**src/core/tcm_defines.svh**
```systemverilog
// register offsets, field positions, reset values for timer control/mode
`ifndef TCM_DEFINES_SVH
`define TCM_DEFINES_SVH
// ----------------------------------------------------------------------
// register offsets
// ----------------------------------------------------------------------
`define TCM_OFF_CTRL 8'h88
`define TCM_OFF_MODE 8'h89
`define TCM_OFF_STAT 8'hA0
`define TCM_OFF_CLR 8'hA1
`define TCM_OFF_IEN 8'hA2
// ----------------------------------------------------------------------
// timer_control bit positions
// ----------------------------------------------------------------------
`define TCM_B_TF1 7
`define TCM_B_TR1 6
`define TCM_B_TF0 5
`define TCM_B_TR0 4
`define TCM_B_IE1 3
`define TCM_B_IT1 2
`define TCM_B_IE0 1
`define TCM_B_IT0 0
// ----------------------------------------------------------------------
// timer_mode field positions
// ----------------------------------------------------------------------
`define TCM_B_TIMER_ONE_GATE_ENABLE 7
`define TCM_B_CT1 6
`define TCM_B_M1_HI 5
`define TCM_B_M1_LO 4
`define TCM_B_TIMER_ZERO_GATE_ENABLE 3
`define TCM_B_CT0 2
`define TCM_B_M0_HI 1
`define TCM_B_M0_LO 0
// ----------------------------------------------------------------------
// event status bit positions
// ----------------------------------------------------------------------
`define TCM_EV_TF0 0
`define TCM_EV_TF1 1
`define TCM_EV_IE0 2
`define TCM_EV_IE1 3
// ----------------------------------------------------------------------
// reset values
// ----------------------------------------------------------------------
`define TCM_RST_CTRL 8'h00
`define TCM_RST_MODE 8'h00
`define TCM_RST_EV 4'h0
`define TCM_SYNC_RST 3'h7
`endif

```
**src/core/tcm_pkg.sv**
```systemverilog
// types shared by the timer control and mode logic
package tcm_pkg;
  // timer operating mode field
  typedef enum logic [1:0] {
    TCM_MODE_VAR = 2'h0,
    TCM_MODE_RELOAD16 = 2'h1,
    TCM_MODE_RELOAD8 = 2'h2,
    TCM_MODE_STOP_SPLIT = 2'h3
  } tcm_mode_t;
endpackage : tcm_pkg

```
**src/core/tcm_pin_sync.sv**
```systemverilog
// three-stage pin synchroniser with agreed level and falling pulse
`timescale 1ns/1ns
`default_nettype none
`include "tcm_defines.svh"
module tcm_pin_sync (
  input wire logic i_ref_clk,
  input wire logic i_srst,
  input wire logic i_pin,
  output logic o_level,
  output logic o_fall
);
  logic s1_q;
  logic s2_q;
  logic s3_q;
  logic lvl_q;
  // ----------------------------------------------------------------------
  // sampling chain
  // ----------------------------------------------------------------------
  // pins idle high, so reset to one to avoid a false edge at release
  always_ff @(posedge i_ref_clk) begin
    if (i_srst) begin
      {s1_q, s2_q, s3_q} <= `TCM_SYNC_RST;
    end else begin
      {s1_q, s2_q, s3_q} <= {i_pin, s1_q, s2_q};
    end
  end
  // level changes only once stages two and three agree
  always_ff @(posedge i_ref_clk) begin
    if (i_srst) begin
      lvl_q <= 1'b1;
    end else if (s2_q == s3_q) begin
      lvl_q <= s3_q;
    end
  end
  assign o_level = lvl_q;
  assign o_fall = lvl_q & (s2_q == s3_q) & ~s3_q;
endmodule : tcm_pin_sync
`default_nettype wire

```
**src/core/tcm_timer_ctrl.sv**
```systemverilog
// timer control and mode registers with gating and interrupt flags
// ----------------------------------------------------------------------
// ----------------------------------------------------------------------
//
// Our own choice: the address-and-strobe port.
`timescale 1ns/1ns
`default_nettype none
`include "tcm_defines.svh"
module tcm_timer_ctrl (
  input wire logic i_ref_clk,
  input wire logic i_srst,
  input wire logic [7:0] i_addr,
  input wire logic [7:0] i_wdata,
  input wire logic i_wr,
  input wire logic i_rd,
  output logic [7:0] o_rdata,
  input wire logic i_timer_one_ovf,
  input wire logic i_timer_zero_ovf,
  input wire logic i_timer_zero_high_ovf,
  input wire logic i_timer_one_vector,
  input wire logic i_timer_zero_vector,
  input wire logic i_ext_irq_one_done,
  input wire logic i_ext_irq_zero_done,
  input wire logic i_ext_irq_one_pin,
  input wire logic i_ext_irq_zero_pin,
  input wire logic i_timer_one_count_pin,
  input wire logic i_timer_zero_count_pin,
  output logic o_timer_one_tick,
  output logic o_timer_zero_tick,
  output logic o_timer_zero_high_tick,
  output tcm_pkg::tcm_mode_t o_timer_one_mode,
  output tcm_pkg::tcm_mode_t o_timer_zero_mode,
  output logic o_timer_zero_reload_used,
  output logic o_ext_irq_one_flag,
  output logic o_ext_irq_zero_flag,
  output logic o_irq
);
  // ----------------------------------------------------------------------
  // state
  // ----------------------------------------------------------------------
  logic tf1_q, tr1_q, tf0_q, tr0_q, ie1_q, it1_q, ie0_q, it0_q;
  logic [7:0] mode_q;
  logic [3:0] stat_q;
  logic [3:0] ien_q;
  logic [7:0] rdata_q;
  logic [3:0] pin_raw;
  logic [3:0] pin_lvl;
  logic [3:0] pin_fall;
  logic wr_ctrl, wr_mode, wr_clr, wr_ien;
  logic t0_split, tf1_set, tf0_set, ie1_set, ie0_set;
  logic run1, run0;
  logic [3:0] ev;

  function automatic logic hit(input logic [7:0] a, input logic [7:0] off);
    hit = (a == off);
  endfunction : hit

  assign wr_ctrl = i_wr & hit(i_addr, `TCM_OFF_CTRL);
  assign wr_mode = i_wr & hit(i_addr, `TCM_OFF_MODE);
  assign wr_clr = i_wr & hit(i_addr, `TCM_OFF_CLR);
  assign wr_ien = i_wr & hit(i_addr, `TCM_OFF_IEN);

  // ----------------------------------------------------------------------
  // pin synchronisers
  // ----------------------------------------------------------------------
  assign pin_raw = {i_timer_one_count_pin, i_timer_zero_count_pin,
                    i_ext_irq_one_pin, i_ext_irq_zero_pin};
  genvar g;
  generate
    for (g = 0; g < 4; g++) begin : g_sync
      tcm_pin_sync u_sync (
        .i_ref_clk(i_ref_clk),
        .i_srst(i_srst),
        .i_pin(pin_raw[g]),
        .o_level(pin_lvl[g]),
        .o_fall(pin_fall[g])
      );
    end
  endgenerate

  // ----------------------------------------------------------------------
  // timer_mode register
  // ----------------------------------------------------------------------
  always_ff @(posedge i_ref_clk) begin
    if (i_srst) begin
      mode_q <= `TCM_RST_MODE;
    end else if (wr_mode) begin
      mode_q <= i_wdata;
    end
  end
  assign o_timer_one_mode =
    tcm_pkg::tcm_mode_t'(mode_q[`TCM_B_M1_HI:`TCM_B_M1_LO]);
  assign o_timer_zero_mode =
    tcm_pkg::tcm_mode_t'(mode_q[`TCM_B_M0_HI:`TCM_B_M0_LO]);
  assign t0_split = (o_timer_zero_mode == tcm_pkg::TCM_MODE_STOP_SPLIT);
  // only 16-bit reload touches the reload pair; mode 3 leaves it free
  assign o_timer_zero_reload_used =
    (o_timer_zero_mode == tcm_pkg::TCM_MODE_RELOAD16);

  // ----------------------------------------------------------------------
  // overflow flags
  // ----------------------------------------------------------------------
  // in split mode the high half of timer zero owns the timer one flag
  assign tf1_set = t0_split ? i_timer_zero_high_ovf : i_timer_one_ovf;
  assign tf0_set = i_timer_zero_ovf;
  always_ff @(posedge i_ref_clk) begin
    if (i_srst) begin
      tf1_q <= 1'b0;
    end else if (tf1_set) begin
      tf1_q <= 1'b1;
    end else if (i_timer_one_vector) begin
      tf1_q <= 1'b0;
    end else if (wr_ctrl) begin
      tf1_q <= i_wdata[`TCM_B_TF1];
    end
  end
  always_ff @(posedge i_ref_clk) begin
    if (i_srst) begin
      tf0_q <= 1'b0;
    end else if (tf0_set) begin
      tf0_q <= 1'b1;
    end else if (i_timer_zero_vector) begin
      tf0_q <= 1'b0;
    end else if (wr_ctrl) begin
      tf0_q <= i_wdata[`TCM_B_TF0];
    end
  end

  // ----------------------------------------------------------------------
  // run and trigger type bits
  // ----------------------------------------------------------------------
  always_ff @(posedge i_ref_clk) begin
    if (i_srst) begin
      {tr1_q, tr0_q, it1_q, it0_q} <= 4'h0;
    end else if (wr_ctrl) begin
      tr1_q <= i_wdata[`TCM_B_TR1];
      tr0_q <= i_wdata[`TCM_B_TR0];
      it1_q <= i_wdata[`TCM_B_IT1];
      it0_q <= i_wdata[`TCM_B_IT0];
    end
  end

  // ----------------------------------------------------------------------
  // external interrupt flags
  // ----------------------------------------------------------------------
  // level mode flag simply tracks a low pin; edge mode latches the fall
  assign ie1_set = it1_q ? pin_fall[1] : ~pin_lvl[1];
  assign ie0_set = it0_q ? pin_fall[0] : ~pin_lvl[0];
  always_ff @(posedge i_ref_clk) begin
    if (i_srst) begin
      ie1_q <= 1'b0;
    end else if (ie1_set) begin
      ie1_q <= 1'b1;
    end else if (i_ext_irq_one_done | ~it1_q) begin
      ie1_q <= 1'b0;
    end else if (wr_ctrl) begin
      ie1_q <= i_wdata[`TCM_B_IE1];
    end
  end
  always_ff @(posedge i_ref_clk) begin
    if (i_srst) begin
      ie0_q <= 1'b0;
    end else if (ie0_set) begin
      ie0_q <= 1'b1;
    end else if (i_ext_irq_zero_done | ~it0_q) begin
      ie0_q <= 1'b0;
    end else if (wr_ctrl) begin
      ie0_q <= i_wdata[`TCM_B_IE0];
    end
  end
  assign o_ext_irq_one_flag = ie1_q;
  assign o_ext_irq_zero_flag = ie0_q;

  // ----------------------------------------------------------------------
  // count enables
  // ----------------------------------------------------------------------
  assign run1 = tr1_q & (~mode_q[`TCM_B_TIMER_ONE_GATE_ENABLE] | pin_lvl[1])
              & (o_timer_one_mode != tcm_pkg::TCM_MODE_STOP_SPLIT);
  assign run0 = tr0_q & (~mode_q[`TCM_B_TIMER_ZERO_GATE_ENABLE] | pin_lvl[0]);
  // counter operation only ticks on an agreed falling pin sample
  assign o_timer_one_tick = run1 &
    (mode_q[`TCM_B_CT1] ? pin_fall[3] : 1'b1);
  assign o_timer_zero_tick = run0 &
    (mode_q[`TCM_B_CT0] ? pin_fall[2] : 1'b1);
  // split high half is a plain timer on the timer one run bit
  assign o_timer_zero_high_tick = t0_split & tr1_q;

  // ----------------------------------------------------------------------
  // event status, clear and enable
  // ----------------------------------------------------------------------
  assign ev = {ie1_set & ~ie1_q, ie0_set & ~ie0_q, tf1_set, tf0_set};
  always_ff @(posedge i_ref_clk) begin
    if (i_srst) begin
      stat_q <= `TCM_RST_EV;
    end else begin
      // a new event wins over a clear in the same cycle
      stat_q <= (stat_q & ~(wr_clr ? i_wdata[3:0] : 4'h0)) | ev;
    end
  end
  always_ff @(posedge i_ref_clk) begin
    if (i_srst) begin
      ien_q <= `TCM_RST_EV;
    end else if (wr_ien) begin
      ien_q <= i_wdata[3:0];
    end
  end
  assign o_irq = |(stat_q & ien_q);

  // ----------------------------------------------------------------------
  // read port
  // ----------------------------------------------------------------------
  always_ff @(posedge i_ref_clk) begin
    if (i_srst | ~i_rd) begin
      rdata_q <= 8'h00;
    end else begin
      unique case (i_addr)
        `TCM_OFF_CTRL: rdata_q <= {tf1_q, tr1_q, tf0_q, tr0_q,
                                   ie1_q, it1_q, ie0_q, it0_q};
        `TCM_OFF_MODE: rdata_q <= mode_q;
        `TCM_OFF_STAT: rdata_q <= {4'h0, stat_q};
        `TCM_OFF_IEN: rdata_q <= {4'h0, ien_q};
        default: rdata_q <= 8'h00;
      endcase
    end
  end
  assign o_rdata = rdata_q;
endmodule : tcm_timer_ctrl
`default_nettype wire

```
**config.mk**
```make
export PLATFORM = sky130hd
export DESIGN_NAME = tcm_timer_ctrl
export DESIGN_NICKNAME = d
export VERILOG_FILES = /design/src/core/tcm_pkg.sv /design/src/core/tcm_pin_sync.sv /design/src/core/tcm_timer_ctrl.sv
export VERILOG_INCLUDE_DIRS = /design/src /design/src/core
export SDC_FILE = /design/constraint.sdc
export NUM_CORES = 1
export LEC_CHECK = 0
export BUFFER_PORTS_ARGS = -buffer_cell sky130_fd_sc_hd__buf_2
export CAP_MARGIN = 10
export CORE_MARGIN = 2
export CORE_UTILIZATION = 48
export CTS_CLUSTER_DIAMETER = 30
export CTS_CLUSTER_SIZE = 40
export DETAILED_ROUTE_END_ITERATION = 10
export GPL_TIMING_DRIVEN = 0
export HOLD_SLACK_MARGIN = 0.08
export MAX_ROUTING_LAYER = met4
export PLACE_DENSITY = 0.77
export SLEW_MARGIN = 20
export SYNTH_ARGS = -nofsm -noshare
export SYNTH_HDL_FRONTEND = slang
export SYNTH_SLANG_ARGS = --single-unit
```
**constraint.sdc**
```tcl
create_clock -name i_ref_clk -period 2.85 [get_ports i_ref_clk]
set_clock_uncertainty 0.15 [all_clocks]
set_input_delay 0.57 -clock i_ref_clk [delete_from_list [all_inputs] [get_ports i_ref_clk]]
set_output_delay 0.57 -clock i_ref_clk [all_outputs]
set_load 0.05 [all_outputs]
```
Yosys cells after proc, flatten, opt, wreduce, memory -nomap -nowiden
Index checks and enable logic that the tools add are counted.
{ "classes": {"n_eq_ne": 12, "n_mux": 19, "bitwise": 42, "reduce_logical": 5} }
{ "ops": {"columns": ["op", "count"], "rows": [
  ["8-bit == test, second input constant", 5],
  ["8-bit one-hot mux with 4 select lines", 1],
  ["1-bit bitwise AND", 20],
  ["1-bit 2-to-1 mux", 17],
  ["1-bit inverter", 13],
  ["3-bit nonzero test", 4],
  ["4-bit bitwise AND", 2],
  ["1-bit OR", 5],
  ["1-bit == test", 4],
  ["4-bit 2-to-1 mux", 1],
  ["4-bit inverter", 1],
  ["4-bit OR", 1],
  ["4-bit OR reduction", 1],
  ["2-bit by 1-bit == test with 1-bit output, second input constant", 1],
  ["2-bit == test, second input constant", 1],
  ["2-bit inequality test, second input constant", 1]
]} }
{ "totals": {"ff_bits": 48, "in_bits": 31, "output_inout_bits": 19, "word_cells": 106} }

Longest topological paths before layout
{ "depth": {"depth_word": 6, "mapped_depth": 5, "depth_no_buf": 3} }

By module
From an unflattened synthesis, not the netlist that was laid out.
{ "unflattened": {"cells_unflattened": 255, "hier_area_um2": 2298.5} }
{ "by_module_without_submodules": {"columns": ["mod", "n_inst", "cells_each", "area_each_um2", "seq_area_each_um2"], "rows": [
  ["tcm_timer_ctrl", 1, 211, 1808.0, 640.6],
  ["tcm_pin_sync", 4, 11, 122.6, 80.1]
]} }

Least setup slack after synthesis
OpenSTA, ideal clock, no wires.
{ "synth_timing": {"path_type": "reg2out", "start": "register g_sync[3].u_sync.lvl_q", "end": "output port o_timer_one_tick", "t_arrival_ns": 2.006, "required_ns": 2.130, "slack_ns": 0.124, "path_stages_with_launch": 3, "path_buffers": 0, "cell_sequence": "dfxtp_1 -> or3b_2 -> a221oi_1"} }
{ "synth_between": {"elab_chain_cells": 4} }
{ "synth_lines": {"columns": ["item", "line_no", "rtl"], "rows": [
  ["from (decl)", "tcm_pin_sync.sv:15", "logic lvl_q;"],
  ["from (signal assigned)", "tcm_pin_sync.sv:32", "lvl_q <= s3_q;"],
  ["1-bit bitwise AND (2 in series)", "tcm_pin_sync.sv:36", "assign o_fall = lvl_q & (s2_q == s3_q) & ~s3_q;"],
  ["1-bit 2-to-1 mux", "tcm_timer_ctrl.sv:182", "(mode_q[`TCM_B_CT1] ? pin_fall[3] : 1'b1);"],
  ["1-bit bitwise AND", "tcm_timer_ctrl.sv:181", "assign o_timer_one_tick = run1 &"],
  ["to (decl)", "tcm_timer_ctrl.sv:28", "output logic o_timer_one_tick,"]
]} }
No other way between the ends.

Worst setup path after layout
Ends and elaborated chain as after synthesis.

==> out/results.tsv <==
stage	metric	value	unit
timing	setup_ws	0.4097	ns
routing	detail_route.wl_per_cell	15.36	um
job	drv_cap	0	
cts	numCtsBuffers	5	
setup_path	rrSetupSlack	1.51	ns
floorplanning	die_y	71.70	um
setup_path	crit_arrival	1.72	ns
setup_path	worstSetupEndpointType	output pin	
setup_path	crit_start	g_sync[3].u_sync.o_level	
routing	drc_errors	0	
cts	path_clk_slew	0.09	ns
grt	antenna_found_initial	0	
layout	drive_above_1_share	0.2730	
logic_synthesis	ys_top_cells_by_area	dfxtp_1 44%, mux2i_1 9.1%, nand2b_1 5.7%	
setup_path	cp_max_fo	3	
timing	fin_crit_sh	0.8563	
grt	grt_pass1_vias	1724	
timing	finalHoldViolCount	0	
floorplanning	die_w	71.70	um
placement	pre_cts_ws	0.3343	ns
timing	finalMaxSlewViolations	0	
logic_synthesis	synth_area	2200	um2
logic_synthesis	synth_nets	268	
setup_path	endpoint	o_timer_one_tick	
logic_synthesis	avgSynthCellArea	9.281	um2
cts	cts_root_buffer	clkbuf_8	
cts	clock_latency	0.31	ns
setup_path	r2r_cells	3	
timing	slew-limit-headroom	0.3218	
floorplanning	core	4384	um2
power	leakage	0.001039	uW
grt	grt_start_max_net_pins	16	
power	peakVddDrop	0.3513	mV
timing	rsz0062_at_grt	false	
logic_synthesis	synth_flop_cell	dfxtp_1	
cts	cts_sinks	48	
timing	finalSetupTns	0	ns
power	powerDensity	500.1	nW/um2
floorplanning	start_util	0.5017	
grt	grt_usage	0.2228	
floorplanning	ioPinCount	50	
cts	cts_max_level	2	
min_path	hold_class	flop to flop	
grt	grt_first_pass_wirelength	8.493	mm
cts	cts_resized	0	
timing	finalSetupViolCount	0	
logic_synthesis	synthCells	237	
cts	cts_hold_buf	0	
setup_path	rr_startpoint	it0_q	
logic_synthesis	yosysTopAreaCell	dfxtp_1	
setup_path	crit_type	flop to output pin	
logic_synthesis	ys_warn_count	0	
setup_path	r2r_end	stat_q[2]	
outcome	status	finished, final reports clean	
min_path	hp-start	g_sync[2].u_sync.s1_q	
timing	fmax	0.4098	GHz
logic_synthesis	ys_seq_elements	48	
logic_synthesis	yosys.area.top_type_share	0.4369	
logic_synthesis	synthArstFlopShare	0	
cts	clock_path_buffers	2	
routing	via_count	1932	
cts	cts_setup_buffers	0	
placement	portBuffers	48	
placement	hpwl	3.867	mm
timing	fin_crit	2.440	ns
floorplanning	rows	24	
timing	fin_hold_ws	0.2644	ns
logic_synthesis	ys_seq_area_frac	0.4369	
grt	grt_overflow	0	
routing	drt_iter0_markers	91	
logic_synthesis	ys_types	38	
placement	finalWeightedCongestion	0.8621	
floorplanning	die-area	5140	um2
routing	via_per_inst	5.600	
cts	cts_tree	yes	
setup_path	worstPathRequired	2.13	ns
timing	worst_pin_slew	1.015	ns
layout	syn_to_final_growth	19.40	%
setup_path	start_kind	flop	
layout	fin_nets	323	
routing	drt-total-wl	5.300	mm
layout	fillCellCount	406	
routing	dr.pass1.iters	4	
routing	final_antenna_net_count	0	
layout	antenna_cells	0	
power	p_total	1313	uW
logic_synthesis	synth-edff-count	0	
layout	postLayoutCoreUtil	0.5990	
==> worst max-delay path: stages (launching register included) <==
cell,delay [ns]
dfxtp_1,0.35
or3b_2,0.44
a221oi_1,0.30
buf_2,0.32
==> where the power goes <==
part	switching, uW	leakage [uW]	total (uW)	internal, uW
combinational	59.4	0.000587	105	45.4
sequential	6.94	0.000391	689	682
clock	233	0.0000614	520	287
==> per-layer routing <==
metal,GRT usage,vias to the layer above,wire (um)
li1,-,966,-
met1,0.2978,901,2435
met2,0.3395,60,2470
met3,0.05485,5,337
met4,0.05660,0,56
met5,-,-,0
==> layout by cell type (no fill, tap or decap), types with 5 or more instances in the layout <==
cell | synthesis | layout
dfxtp_1 | 48 | 48
a21oi_1 | 13 | 13
inv_1 | 6 | 6
nand2b_1 | 20 | 20
buf_2 | 0 | 48
mux2i_1 | 20 | 20
clkbuf_1 | 11 | 11
o21bai_1 | 6 | 6
or3b_2 | 5 | 5
nor2_1 | 21 | 21
clkbuf_8 | 0 | 6
o31ai_1 | 8 | 8
or2_2 | 13 | 13
nand4_1 | 12 | 12
==> final cells by class <==
| cell class | count | area [um2] | area share |
|---|---|---|---|
| Timing Repair Buffer | 48 | 240.2 | 0.09147 |
| Clock buffer | 6 | 82.58 | 0.03144 |
| Buffer | 17 | 78.83 | 0.03001 |
| Multi-Input combinational cell | 166 | 1137 | 0.4331 |
| Sequential cell | 48 | 960.9 | 0.3659 |
| Tap cell | 52 | 65.06 | 0.02477 |
| Inverter | 6 | 22.52 | 0.008576 |
| Clock inverter | 2 | 38.79 | 0.01477 |
==> registers in the layout, summed over array words and instances (netlist names), 4 cells and up <==
register               flops
mode_q                     8
o_rdata                    8
g_sync.u_sync.o_level      4
g_sync.u_sync.s1_q         4
g_sync.u_sync.s2_q         4
g_sync.u_sync.s3_q         4
ien_q                      4
stat_q                     4
==> cell usage after synthesis, drive strengths merged, types with 2 or more instances <==
cell and n:
a311oi 3, a21oi 13, nand2 4, mux2i 20, or2 13, nand2b 20, nor2b 2, o221ai 2
or3b 5, dfxtp 48, buf 6, o21ai 4, nand4 12, nor3b 4, inv 6, a22oi 2
o21bai 6, nor4 2, nor4bb 4, or3 2, nor2 21, nand3 2, clkbuf 11, o22a 4
o31ai 8, o211ai 3
==> metrics by stage <==
| stage | instances | instance area (um2) |
|---|---|---|
| 2_1_floorplan | 237 | 2200 |
| 3_3_place_gp | 337 | 2505 |
| 3_5_place_dp | 337 | 2505 |
| 4_1_cts | 345 | 2626 |
| 5_1_grt | 345 | 2626 |
| 6_report | 345 | 2626 |
==> worst min-delay path by stage <==
| stage | slack (ns) | cells after the start | to |
|---|---|---|---|
| after detailed placement | 0.24 | 1 | g_sync[2].u_sync.s2_q |
| after global placement | 0.24 | 1 | g_sync[0].u_sync.s2_q |
| after floorplan | 0.24 | 1 | g_sync[0].u_sync.s2_q |
| final | 0.26 | 1 | g_sync[2].u_sync.s2_q |
| after CTS | 0.26 | 1 | g_sync[2].u_sync.s2_q |
| after global routing | 0.28 | 2 | g_sync[3].u_sync.s1_q |
==> cell families (layout without fill, tap and decap cells) <==
family	Yosys count	in the layout	synth area share
AND/OR/NAND/NOR	97	97	0.2725
AO/OA/AOI/OAI	49	49	0.1536
flip-flops	48	48	0.4369
buffers and inverters	23	79	0.04608
multiplexers	20	20	0.09101
No activity file was read; power rests on OpenSTA's default activity.
